<file path="src/upt_defs.svh">
// register offsets, field positions, reset values and bus response codes of the uart core
`ifndef UPT_DEFS_SVH
`define UPT_DEFS_SVH
`define UPT_OFS_MODE 5'h00
`define UPT_OFS_CTRL 5'h04
`define UPT_OFS_BAUD 5'h08
`define UPT_OFS_TXBUF 5'h0C
`define UPT_OFS_TXSTAT 5'h10
`define UPT_OFS_RXERR 5'h14
`define UPT_OFS_RXBUF 5'h18
`define UPT_MODE_RESET 8'h01
`define UPT_CTRL_RESET 8'h00
`define UPT_BAUD_RESET 8'hFF
`define UPT_RXBUF_RESET 8'hFF
`define UPT_BIT_POWER 7
`define UPT_BIT_TXE 6
`define UPT_BIT_RXE 5
`define UPT_BIT_PS1 4
`define UPT_BIT_PS0 3
`define UPT_BIT_CL 2
`define UPT_BIT_SL 1
`define UPT_BIT_ISRM 0
`define UPT_BIT_DIR 1
`define UPT_BIT_INV 0
`define UPT_BIT_BUF_FULL 1
`define UPT_BIT_SHIFT_BUSY 0
`define UPT_BIT_PARITY_ERR 2
`define UPT_BIT_FRAME_ERR 1
`define UPT_BIT_OVERRUN 0
`define UPT_RESP_OKAY 2'b00
`define UPT_RESP_SLVERR 2'b10
`endif

</file>
<file path="src/upt_pkg.sv">
// types shared by the uart core
package upt_pkg;
    typedef enum logic [1:0] {
        UPT_PAR_NONE = 2'b00,
        UPT_PAR_ZERO = 2'b01,
        UPT_PAR_ODD = 2'b10,
        UPT_PAR_EVEN = 2'b11
    } upt_par_e;
    typedef enum logic [5:0] {
        UPT_S_IDLE = 6'b00_0001,
        UPT_S_START = 6'b00_0010,
        UPT_S_DATA = 6'b00_0100,
        UPT_S_PAR = 6'b00_1000,
        UPT_S_STOP = 6'b01_0000,
        UPT_S_STOP2 = 6'b10_0000
    } upt_state_e;
endpackage

</file>
<file path="src/upt_core.sv">
// full-duplex uart core with parity, axi4-lite register slave and baud tick timing
// Notes on behaviour
// - even parity: bit set for odd ones
// - even parity rx: odd total means error
// - odd parity: bit clear for odd ones
// - odd parity rx: even total means error
// - zero parity sends zero, never checks
// - no parity: no bit, no error
// - power idles line high; write starts frame
// - start moves buffer into shift register
// - done pulse right after last stop bit
// - no pending data keeps line idle
// - buffer accepts next once shifting began
// - buffer full flag in status bit 1
// - shift busy flag in status bit 0
// - flags step 10, then 01; 11 only on a write while shifting
// - receiver samples only when powered, enabled
// - falling edge starts counter, resample start
// - stop bit raises done, loads buffer unless overrun
// - parity error reported at frame end
// - receiver checks only one stop bit
// - frame start, 7/8 data, parity, 1/2 stop
// - bit order and output inversion selectable
//
// The implementer's own choices: the AXI4-Lite interface to the registers and the register addresses.
`include "upt_defs.svh"
`timescale 1ns/100ps
`default_nettype none
module upt_core
    import upt_pkg::*;
(
    input wire logic ref_clk,
    input wire logic rstn,
    input wire logic baud_tick,
    input wire logic [4:0] s_axi_awaddr,
    input wire logic s_axi_awvalid,
    output logic s_axi_awready,
    input wire logic [31:0] s_axi_wdata,
    input wire logic [3:0] s_axi_wstrb,
    input wire logic s_axi_wvalid,
    output logic s_axi_wready,
    output logic [1:0] s_axi_bresp,
    output logic s_axi_bvalid,
    input wire logic s_axi_bready,
    input wire logic [4:0] s_axi_araddr,
    input wire logic s_axi_arvalid,
    output logic s_axi_arready,
    output logic [31:0] s_axi_rdata,
    output logic [1:0] s_axi_rresp,
    output logic s_axi_rvalid,
    input wire logic s_axi_rready,
    input wire logic serial_in_pin,
    output logic serial_out_pin,
    output logic tx_done_irq,
    output logic rx_done_irq,
    output logic rx_error_irq
);
    logic [7:0] mode_ff, ctrl_ff, baud_ff, tx_buffer_ff, rx_buffer_ff, rx_err_ff;
    logic [4:0] awaddr_ff, araddr_ff;
    logic aw_ff, w_ff;
    logic [31:0] wdata_ff;
    logic [3:0] wstrb_ff;
    logic do_wr, do_rd, wr_txbuf, rd_rxerr, rd_rxbuf;
    logic power, tx_en, rx_en, char8, stop2, msb_first, invert;
    upt_par_e par_mode;

    assign power = mode_ff[`UPT_BIT_POWER];
    assign tx_en = power & mode_ff[`UPT_BIT_TXE];
    assign rx_en = power & mode_ff[`UPT_BIT_RXE];
    assign par_mode = upt_par_e'(mode_ff[`UPT_BIT_PS1:`UPT_BIT_PS0]);
    assign char8 = mode_ff[`UPT_BIT_CL];
    assign stop2 = mode_ff[`UPT_BIT_SL];
    assign msb_first = ctrl_ff[`UPT_BIT_DIR];
    assign invert = ctrl_ff[`UPT_BIT_INV];

    // write channel: address and data latched independently, either order
    assign s_axi_awready = ~aw_ff & ~s_axi_bvalid;
    assign s_axi_wready = ~w_ff & ~s_axi_bvalid;
    assign do_wr = aw_ff & w_ff & ~s_axi_bvalid;
    always_ff @(posedge ref_clk or negedge rstn) begin
        if (!rstn) begin
            aw_ff <= 1'b0;
            w_ff <= 1'b0;
            awaddr_ff <= 5'h0;
            wdata_ff <= 32'h0000_0000;
            wstrb_ff <= 4'h0;
            s_axi_bvalid <= 1'b0;
            s_axi_bresp <= `UPT_RESP_OKAY;
        end else begin
            if (s_axi_awvalid && s_axi_awready) begin
                aw_ff <= 1'b1;
                awaddr_ff <= s_axi_awaddr;
            end
            if (s_axi_wvalid && s_axi_wready) begin
                w_ff <= 1'b1;
                wdata_ff <= s_axi_wdata;
                wstrb_ff <= s_axi_wstrb;
            end
            if (do_wr) begin
                aw_ff <= 1'b0;
                w_ff <= 1'b0;
                s_axi_bvalid <= 1'b1;
                s_axi_bresp <= (awaddr_ff <= `UPT_OFS_RXBUF && awaddr_ff[1:0] == 2'b00) ?
                    `UPT_RESP_OKAY : `UPT_RESP_SLVERR;
            end else if (s_axi_bready) begin
                s_axi_bvalid <= 1'b0;
            end
        end
    end

    // read channel: one cycle from address to data
    assign s_axi_arready = ~s_axi_rvalid;
    assign do_rd = s_axi_arvalid & s_axi_arready;
    assign rd_rxerr = do_rd && s_axi_araddr == `UPT_OFS_RXERR;
    assign rd_rxbuf = do_rd && s_axi_araddr == `UPT_OFS_RXBUF;
    logic [7:0] tx_status;
    logic [7:0] rd_mux;
    always_comb begin
        case (s_axi_araddr)
            5'(`UPT_OFS_MODE): rd_mux = mode_ff;
            5'(`UPT_OFS_CTRL): rd_mux = ctrl_ff;
            5'(`UPT_OFS_BAUD): rd_mux = baud_ff;
            5'(`UPT_OFS_TXBUF): rd_mux = tx_buffer_ff;
            `UPT_OFS_TXSTAT: rd_mux = tx_status;
            `UPT_OFS_RXERR: rd_mux = rx_err_ff;
            `UPT_OFS_RXBUF: rd_mux = rx_buffer_ff;
            default: rd_mux = 8'h00;
        endcase
    end
    always_ff @(posedge ref_clk or negedge rstn) begin
        if (!rstn) begin
            s_axi_rvalid <= 1'b0;
            s_axi_rdata <= 32'h0000_0000;
            s_axi_rresp <= `UPT_RESP_OKAY;
        end else if (do_rd) begin
            s_axi_rvalid <= 1'b1;
            s_axi_rdata <= {24'h00_0000, rd_mux};
            s_axi_rresp <= (s_axi_araddr <= `UPT_OFS_RXBUF && s_axi_araddr[1:0] == 2'b00) ?
                `UPT_RESP_OKAY : `UPT_RESP_SLVERR;
        end else if (s_axi_rready) begin
            s_axi_rvalid <= 1'b0;
        end
    end

    // configuration registers, low byte lane only
    assign wr_txbuf = do_wr && awaddr_ff == `UPT_OFS_TXBUF && wstrb_ff[0] && tx_en;
    always_ff @(posedge ref_clk or negedge rstn) begin
        if (!rstn) begin
            mode_ff <= `UPT_MODE_RESET;
            ctrl_ff <= `UPT_CTRL_RESET;
            baud_ff <= `UPT_BAUD_RESET;
        end else if (do_wr && wstrb_ff[0]) begin
            if (awaddr_ff == `UPT_OFS_MODE) mode_ff <= wdata_ff[7:0];
            if (awaddr_ff == `UPT_OFS_CTRL) ctrl_ff <= wdata_ff[7:0];
            if (awaddr_ff == `UPT_OFS_BAUD) baud_ff <= wdata_ff[7:0];
        end
    end

    // ---------------- transmitter ----------------
    upt_state_e tx_st_ff;
    logic [7:0] tx_shift_reg_ff;
    logic [2:0] tx_cnt_ff;
    logic tx_full_ff, tx_par_ff, tx_line_ff, tx_load;
    logic [2:0] last_bit;
    assign last_bit = char8 ? 3'd7 : 3'd6;
    assign tx_load = tx_st_ff == UPT_S_IDLE && tx_full_ff && tx_en;
    assign tx_status = {6'h00, tx_full_ff, tx_st_ff != UPT_S_IDLE};

    always_ff @(posedge ref_clk or negedge rstn) begin
        if (!rstn) begin
            tx_buffer_ff <= 8'h00;
            tx_full_ff <= 1'b0;
        end else if (!tx_en) begin
            tx_full_ff <= 1'b0;
        end else if (wr_txbuf) begin
            tx_buffer_ff <= wdata_ff[7:0];
            tx_full_ff <= 1'b1;
        end else if (tx_load) begin
            tx_full_ff <= 1'b0;
        end
    end

    // a frame starts only from a loaded buffer, so the line idles otherwise
    always_ff @(posedge ref_clk or negedge rstn) begin
        if (!rstn) begin
            tx_st_ff <= UPT_S_IDLE;
            tx_shift_reg_ff <= 8'h00;
            tx_cnt_ff <= 3'd0;
            tx_par_ff <= 1'b0;
            tx_line_ff <= 1'b1;
            tx_done_irq <= 1'b0;
        end else begin
            tx_done_irq <= 1'b0;
            if (!tx_en) begin
                tx_st_ff <= UPT_S_IDLE;
                tx_line_ff <= 1'b1;
            end else begin
                case (tx_st_ff)
                    UPT_S_IDLE: if (tx_load) begin
                        tx_shift_reg_ff <= msb_first ?
                            (char8 ? tx_buffer_ff : {tx_buffer_ff[6:0], 1'b0}) :
                            tx_buffer_ff;
                        tx_par_ff <= par_mode == UPT_PAR_EVEN ? ^tx_buffer_ff[6:0] ^
                            (char8 & tx_buffer_ff[7]) : ~(^tx_buffer_ff[6:0] ^
                            (char8 & tx_buffer_ff[7]));
                        tx_st_ff <= UPT_S_START;
                    end
                    UPT_S_START: if (baud_tick) begin
                        tx_line_ff <= 1'b0;
                        tx_cnt_ff <= 3'd0;
                        tx_st_ff <= UPT_S_DATA;
                    end
                    UPT_S_DATA: if (baud_tick) begin
                        tx_line_ff <= msb_first ? tx_shift_reg_ff[7] : tx_shift_reg_ff[0];
                        tx_shift_reg_ff <= msb_first ? {tx_shift_reg_ff[6:0], 1'b0} :
                            {1'b0, tx_shift_reg_ff[7:1]};
                        tx_cnt_ff <= tx_cnt_ff + 3'd1;
                        if (tx_cnt_ff == last_bit)
                            tx_st_ff <= par_mode == UPT_PAR_NONE ? UPT_S_STOP : UPT_S_PAR;
                    end
                    UPT_S_PAR: if (baud_tick) begin
                        tx_line_ff <= par_mode == UPT_PAR_ZERO ? 1'b0 : tx_par_ff;
                        tx_st_ff <= UPT_S_STOP;
                    end
                    UPT_S_STOP: if (baud_tick) begin
                        tx_line_ff <= 1'b1;
                        tx_st_ff <= UPT_S_STOP2;
                        tx_cnt_ff <= stop2 ? 3'd1 : 3'd0;
                    end
                    UPT_S_STOP2: if (baud_tick) begin
                        if (tx_cnt_ff == 3'd0) begin
                            tx_done_irq <= 1'b1;
                            tx_st_ff <= UPT_S_IDLE;
                        end else begin
                            tx_cnt_ff <= 3'd0;
                        end
                    end
                    default: tx_st_ff <= UPT_S_IDLE;
                endcase
            end
        end
    end
    assign serial_out_pin = power ? (tx_line_ff ^ invert) : 1'b1;

    // ---------------- receiver ----------------
    upt_state_e rx_st_ff;
    logic [7:0] rx_shift_reg_ff, rx_cnt_div_ff;
    logic [2:0] rx_bits_ff;
    logic rx_in, rx_prev_ff, rx_par_ff, rx_samp, rx_full_ff;
    assign rx_in = rx_en ? serial_in_pin : 1'b1;
    // resample point: divisor counted in baud ticks, one bit time per sample
    assign rx_samp = baud_tick && rx_cnt_div_ff == baud_ff;

    always_ff @(posedge ref_clk or negedge rstn) begin
        if (!rstn) begin
            rx_st_ff <= UPT_S_IDLE;
            rx_prev_ff <= 1'b1;
            rx_cnt_div_ff <= 8'h00;
            rx_shift_reg_ff <= 8'h00;
            rx_bits_ff <= 3'd0;
            rx_par_ff <= 1'b0;
            rx_buffer_ff <= `UPT_RXBUF_RESET;
            rx_err_ff <= 8'h00;
            rx_done_irq <= 1'b0;
            rx_error_irq <= 1'b0;
        end else begin
            rx_done_irq <= 1'b0;
            rx_error_irq <= 1'b0;
            rx_prev_ff <= rx_in;
            if (rd_rxerr) rx_err_ff <= 8'h00;
            if (!power) begin
                rx_buffer_ff <= `UPT_RXBUF_RESET;
                rx_err_ff <= 8'h00;
            end
            if (baud_tick) rx_cnt_div_ff <= rx_samp ? 8'h00 : rx_cnt_div_ff + 8'h01;
            if (!rx_en) begin
                rx_st_ff <= UPT_S_IDLE;
            end else begin
                case (rx_st_ff)
                    UPT_S_IDLE: if (rx_prev_ff && !rx_in) begin
                        rx_cnt_div_ff <= 8'h00;
                        rx_st_ff <= UPT_S_START;
                    end
                    UPT_S_START: if (rx_samp) begin
                        rx_bits_ff <= 3'd0;
                        rx_par_ff <= 1'b0;
                        rx_st_ff <= rx_in ? UPT_S_IDLE : UPT_S_DATA;
                    end
                    UPT_S_DATA: if (rx_samp) begin
                        rx_shift_reg_ff <= msb_first ? {rx_shift_reg_ff[6:0], rx_in} :
                            {rx_in, rx_shift_reg_ff[7:1]};
                        rx_par_ff <= rx_par_ff ^ rx_in;
                        rx_bits_ff <= rx_bits_ff + 3'd1;
                        if (rx_bits_ff == last_bit)
                            rx_st_ff <= par_mode == UPT_PAR_NONE ? UPT_S_STOP : UPT_S_PAR;
                    end
                    UPT_S_PAR: if (rx_samp) begin
                        rx_par_ff <= rx_par_ff ^ rx_in;
                        rx_st_ff <= UPT_S_STOP;
                    end
                    UPT_S_STOP: if (rx_samp) begin
                        rx_st_ff <= UPT_S_IDLE;
                        rx_done_irq <= 1'b1;
                        if (!rx_err_ff[`UPT_BIT_OVERRUN] && !rx_full_ff)
                            rx_buffer_ff <= char8 || msb_first ? rx_shift_reg_ff :
                                {1'b0, rx_shift_reg_ff[7:1]};
                        rx_err_ff[`UPT_BIT_OVERRUN] <= rx_full_ff;
                        rx_err_ff[`UPT_BIT_FRAME_ERR] <= ~rx_in;
                        rx_err_ff[`UPT_BIT_PARITY_ERR] <=
                            (par_mode == UPT_PAR_EVEN && rx_par_ff) ||
                            (par_mode == UPT_PAR_ODD && !rx_par_ff);
                        rx_error_irq <= rx_full_ff || !rx_in ||
                            (par_mode == UPT_PAR_EVEN && rx_par_ff) ||
                            (par_mode == UPT_PAR_ODD && !rx_par_ff);
                    end
                    default: rx_st_ff <= UPT_S_IDLE;
                endcase
            end
        end
    end

    // unread flag: set by a new character wins over a simultaneous read
    always_ff @(posedge ref_clk or negedge rstn) begin
        if (!rstn) rx_full_ff <= 1'b0;
        else if (rx_done_irq && !rx_err_ff[`UPT_BIT_OVERRUN]) rx_full_ff <= 1'b1;
        else if (rd_rxbuf || !power) rx_full_ff <= 1'b0;
    end
endmodule
`default_nettype wire

</file>
<file path="config.mk">
export PLATFORM = sky130hd
export DESIGN_NAME = upt_core
export DESIGN_NICKNAME = d
export VERILOG_FILES = /design/src/upt_pkg.sv /design/src/upt_core.sv
export VERILOG_INCLUDE_DIRS = /design/src
export SDC_FILE = /design/constraint.sdc
export NUM_CORES = 1
export LEC_CHECK = 0
export ABC_AREA = 1
export BUFFER_PORTS_ARGS = -buffer_cell sky130_fd_sc_hd__clkbuf_2
export CAP_MARGIN = 20
export CORE_UTILIZATION = 48
export CTS_BUF_LIST = sky130_fd_sc_hd__clkbuf_16
export DETAILED_ROUTE_END_ITERATION = 6
export GPL_TIMING_DRIVEN = 0
export HOLD_SLACK_MARGIN = 0.08
export MAX_ROUTING_LAYER = met4
export PLACE_DENSITY = 0.69
export SLEW_MARGIN = 5
export SYNTH_ARGS = -nofsm -noshare
export SYNTH_HDL_FRONTEND = slang
export SYNTH_SLANG_ARGS = --single-unit
</file>
<file path="constraint.sdc">
create_clock -name ref_clk -period 2.5 [get_ports ref_clk]
set_input_delay 0.5 -clock ref_clk [delete_from_list [all_inputs] [get_ports ref_clk]]
set_output_delay 0.5 -clock ref_clk [all_outputs]
set_load 0.1 [all_outputs]
</file>
==> reports/results.tsv <==
stage	metric	value	unit
outcome	status	finished, final reports clean	
timing	final hold viol count	0	
grt	gr usage total	0.2552	
critical_path	crit path kind	flip-flop to output port	
placement	gpl congestion	0.8930	
die	Die W	120.7	um
critical_path	crit path to	serial_out_pin	
route	Antenna Nets Post-Route	0	
yosys	post-synthesis sequential area ratio	0.4513	
timing	relative slew slack	0.5945	
route	DR top layer	met4	
placement	Placed Instance Area	7363	um^2
yosys	most area-hungry cell type in the Yosys netlist	dfrtp_1	
timing	Final TNS setup	0	ps
route	Routed WL per cell	14.35	um
timing	RSZ-0062 raised after global routing	no	
cts	Clock H-tree levels	4	
grt	largest net degree at the start of global routing	100	
placement	PortBufs	45	
yosys	synth cell count leaders	223 x nand2_1, 105 x inv_1, 100 x dfrtp_1	
yosys	count leader, synth	nand2_1	
timing	skew final	6.126	ps
cts	Root Buffer Master	clkbuf_16	
yosys	Async S/R FF share, synth	1.000	
route	Vias per Instance	5.051	
yosys	synth unique cells	47	
die	starting density of the core	0.4895	
yosys	synth warn	0	
die	num rows	43	
critical_path	worst r2r src	tx_st_ff[0]$_DFFE_PN1P_	
die	core box area	13830	um^2
cells_and_area	nets	1026	
cells_and_area	layout cell share with drive strength beyond 1	0.2031	
cts	CTS Buf Count	17	
cts	Worst-path clk slew	60	ps
grt	grt ovf	0	
critical_path	slowest library cell on the worst path	dfrtp_1	
route	Metal-1 WL	7950	um
critical_path	crit end category	output port	
cts	clock sinks	121	
critical_path	crit path max fanout	10	
yosys	number of enable flip-flop cells after synthesis	0	
critical_path	reg2reg end	tx_shift_reg_ff[4]$_DFFE_PN0P_	
die	die area	14580	um^2
timing	Worst Tran Pin Value	604.6	ps
yosys	Netlist Area Pre-Place	6768	um^2
critical_path	Critical Path Source Type	flip-flop	
route	met2 WL	7392	um
critical_path	Required @ worst endpoint	2000	ps
yosys	Yosys top cell area share	0.3698	
yosys	Post-synth top flop	dfrtp_1	
die	Die H	120.7	um
yosys	Mean Syn Cell Area	7.726	um^2
route	DRT Pass-1 Iters	5	
cts	Clock Latency Late Sink	420	ps
timing	period utilization	0.9466	
timing	Slew Viols, Final	0	
hold_path	HP Class	input pin to flip-flop	
cells_and_area	# diodes	0	
critical_path	slowest stage delay, CP	520	ps
cells_and_area	Finished Cell Area	7916	um^2
pwr	Pleak	3.995	nW
flow_run	Max Cap Violations	0	
critical_path	crit-path cells	clkinvlp_4 > a21oi_1 > o21ai_1 > buf_2	
cells_and_area	Final Core Density	0.5725	
timing	Max Freq	422.6	MHz
critical_path	Critical path origin	mode_ff[7]$_DFFE_PN0P_	
critical_path	Reg2Reg Setup Slack	650	ps
yosys	top post-synthesis cells by area	dfrtp_1 37%, nand2_1 12%, dfstp_2 8.2%	
grt	first-pass GRT wire length	27500	um
placement	dpl hpwl	12400	um
yosys	Yosys reg bits	121	
cts	CTS tree	built	
route	metal3 WL	827	um
critical_path	arrival time worst endpoint	1870	ps
route	DR iter-0 viols	403	
route	DRC Markers	0	
grt	initial antenna violation count	0	
critical_path	CP Buf/Inv Count	2	
timing	Final Setup Violations	0	
critical_path	critical path depth	4	
critical_path	crit-path leading delay family	buffers and inverters	
cts	CTS Buffer Depth	2	
pwr	Peak supply drop	0.001142	V
grt	number of global-route vias before repair	5319	
route	Vias	5859	
yosys	Post-Syn Instances	876	
cts	Post-CTS Setup Repair Bufs	0	
critical_path	path depth of the worst reg2reg path	11	
timing	Tmin final	2367	ps
die	I/O pins	100	
pwr	Power Dens Cells	930.3	nW/um^2
cells_and_area	Area Growth Syn to Fin	16.97	%
route	Routed WL	16640	um
-- routing by layer --
layer | vias to the layer above | GRT usage
li1 | 2966 | -
met1 | 2684 | 0.3420
met2 | 181 | 0.3768
met3 | 28 | 0.04906
met4 | 0 | 0.1142
met5 | - | -
-- worst min path at each step --
stage,from,endpoint,slack (ps),cells past startpoint
final,s_axi_bready,s_axi_bvalid$_DFFE_PN0P_,250,2
after floorplan,rstn,aw_ff$_DFFE_PN0P_,200,0
after global placement,s_axi_rdata[0]$_DFFE_PN0N_,s_axi_rdata[0]$_DFFE_PN0N_,470,2
after global routing,serial_in_pin,rx_err_ff[1]$_DFF_PN0_,260,2
after detailed placement,rstn,rx_shift_reg_ff[2]$_DFFE_PN0P_,390,1
after CTS,s_axi_bready,s_axi_bvalid$_DFFE_PN0P_,240,2
-- worst reg2reg max path: stages (launching register included) --
cell     delay [ps]
dfstp_2         520
inv_1            40
nor3_1          160
nand2_1         180
inv_2           110
nand3_2         110
nand2_1         130
nand2_1         120
inv_2           100
buf_4           170
nand2_1          60
o21ai_1          70
-- logic make-up after synthesis --
logic type / synth area share
buffers and inverters: 0.1131
xor gates and xnor gates: 0.02052
muxes: 0.01128
adders and majority gates: 0.007395
DFF: 0.4513
other: 0.0005541
and+or+nand+nor: 0.2575
AOI/OAI and AO/OA: 0.1383
-- final cells by class --
class,instances,area [um^2]
Timing Repair Buffer,47,271.5
Sequential cell,121,3054
Tap cell,180,225.2
Clock inverter,15,113.9
Inverter,117,442.9
Clock buffer,17,425.4
Buffer,49,326.6
Multi-Input combinational cell,614,3057
Fill cell,1302,5911
-- power breakdown --
group	total, mW	internal, mW	switching [mW]	leakage [nW]
clock network	2.25	1.34	0.905	0.249
registers	2.68	2.37	0.310	1.50
logic	2.43	0.670	1.76	2.25
total	7.36	4.39	2.98	3.99
-- sequential cells by signal, summed over array words and instances, names as in the netlist, 3 cells and up --
register / flops
ctrl_ff: 8
awaddr_ff: 5
tx_shift_reg_ff: 8
rx_st_ff: 5
wdata_ff: 8
s_axi_rdata: 8
tx_st_ff: 6
rx_buffer_ff: 8
rx_shift_reg_ff: 8
mode_ff: 8
rx_bits_ff: 3
tx_cnt_ff: 3
rx_err_ff: 3
tx_buffer_ff: 8
rx_cnt_div_ff: 8
baud_ff: 8
-- per-stage QoR --
stage	setup slack (ps)	total power, mW	instances	hold slack (ps)
final	133.5	7.365	1160	248.5
after global routing	69.00	7.801	1160	263.7
after CTS	44.26	7.385	1160	238.7
after detailed placement	506.5	5.133	1127	391.6
after global placement	-963.6	5.110	1126	466.2
after floorplan	38.32	4.545	901	204.4
-- layout by cell type, fill, tap and decap left out, types with 5 or more instances in the layout --
cell type and instances:
nand2_1 223, inv_1 106, dfrtp_1 100, nor2_1 74, o21ai_0 61, clkbuf_2 43
nand3_1 41, o21ai_1 34, buf_4 28, conb_1 26, a21oi_1 23, dfstp_2 21
clkbuf_16 17, nand4_1 16, buf_2 13, inv_2 11, o22ai_1 10, o211ai_1 10
nor2_2 10, xor2_1 9, o21ai_2 9, clkinvlp_4 8, nor3_1 6, nand2_2 6
mux2_2 5, xnor2_1 5, nand3_2 5, clkbuf_1 5
-- what timing repair did --
item,CTS,global route
gates resized for setup,0,2
hold buffers,1,0
setup endpoints to repair,0,1
endpoints found under the hold margin,20,0
No activity file was read; power rests on OpenSTA's default activity.
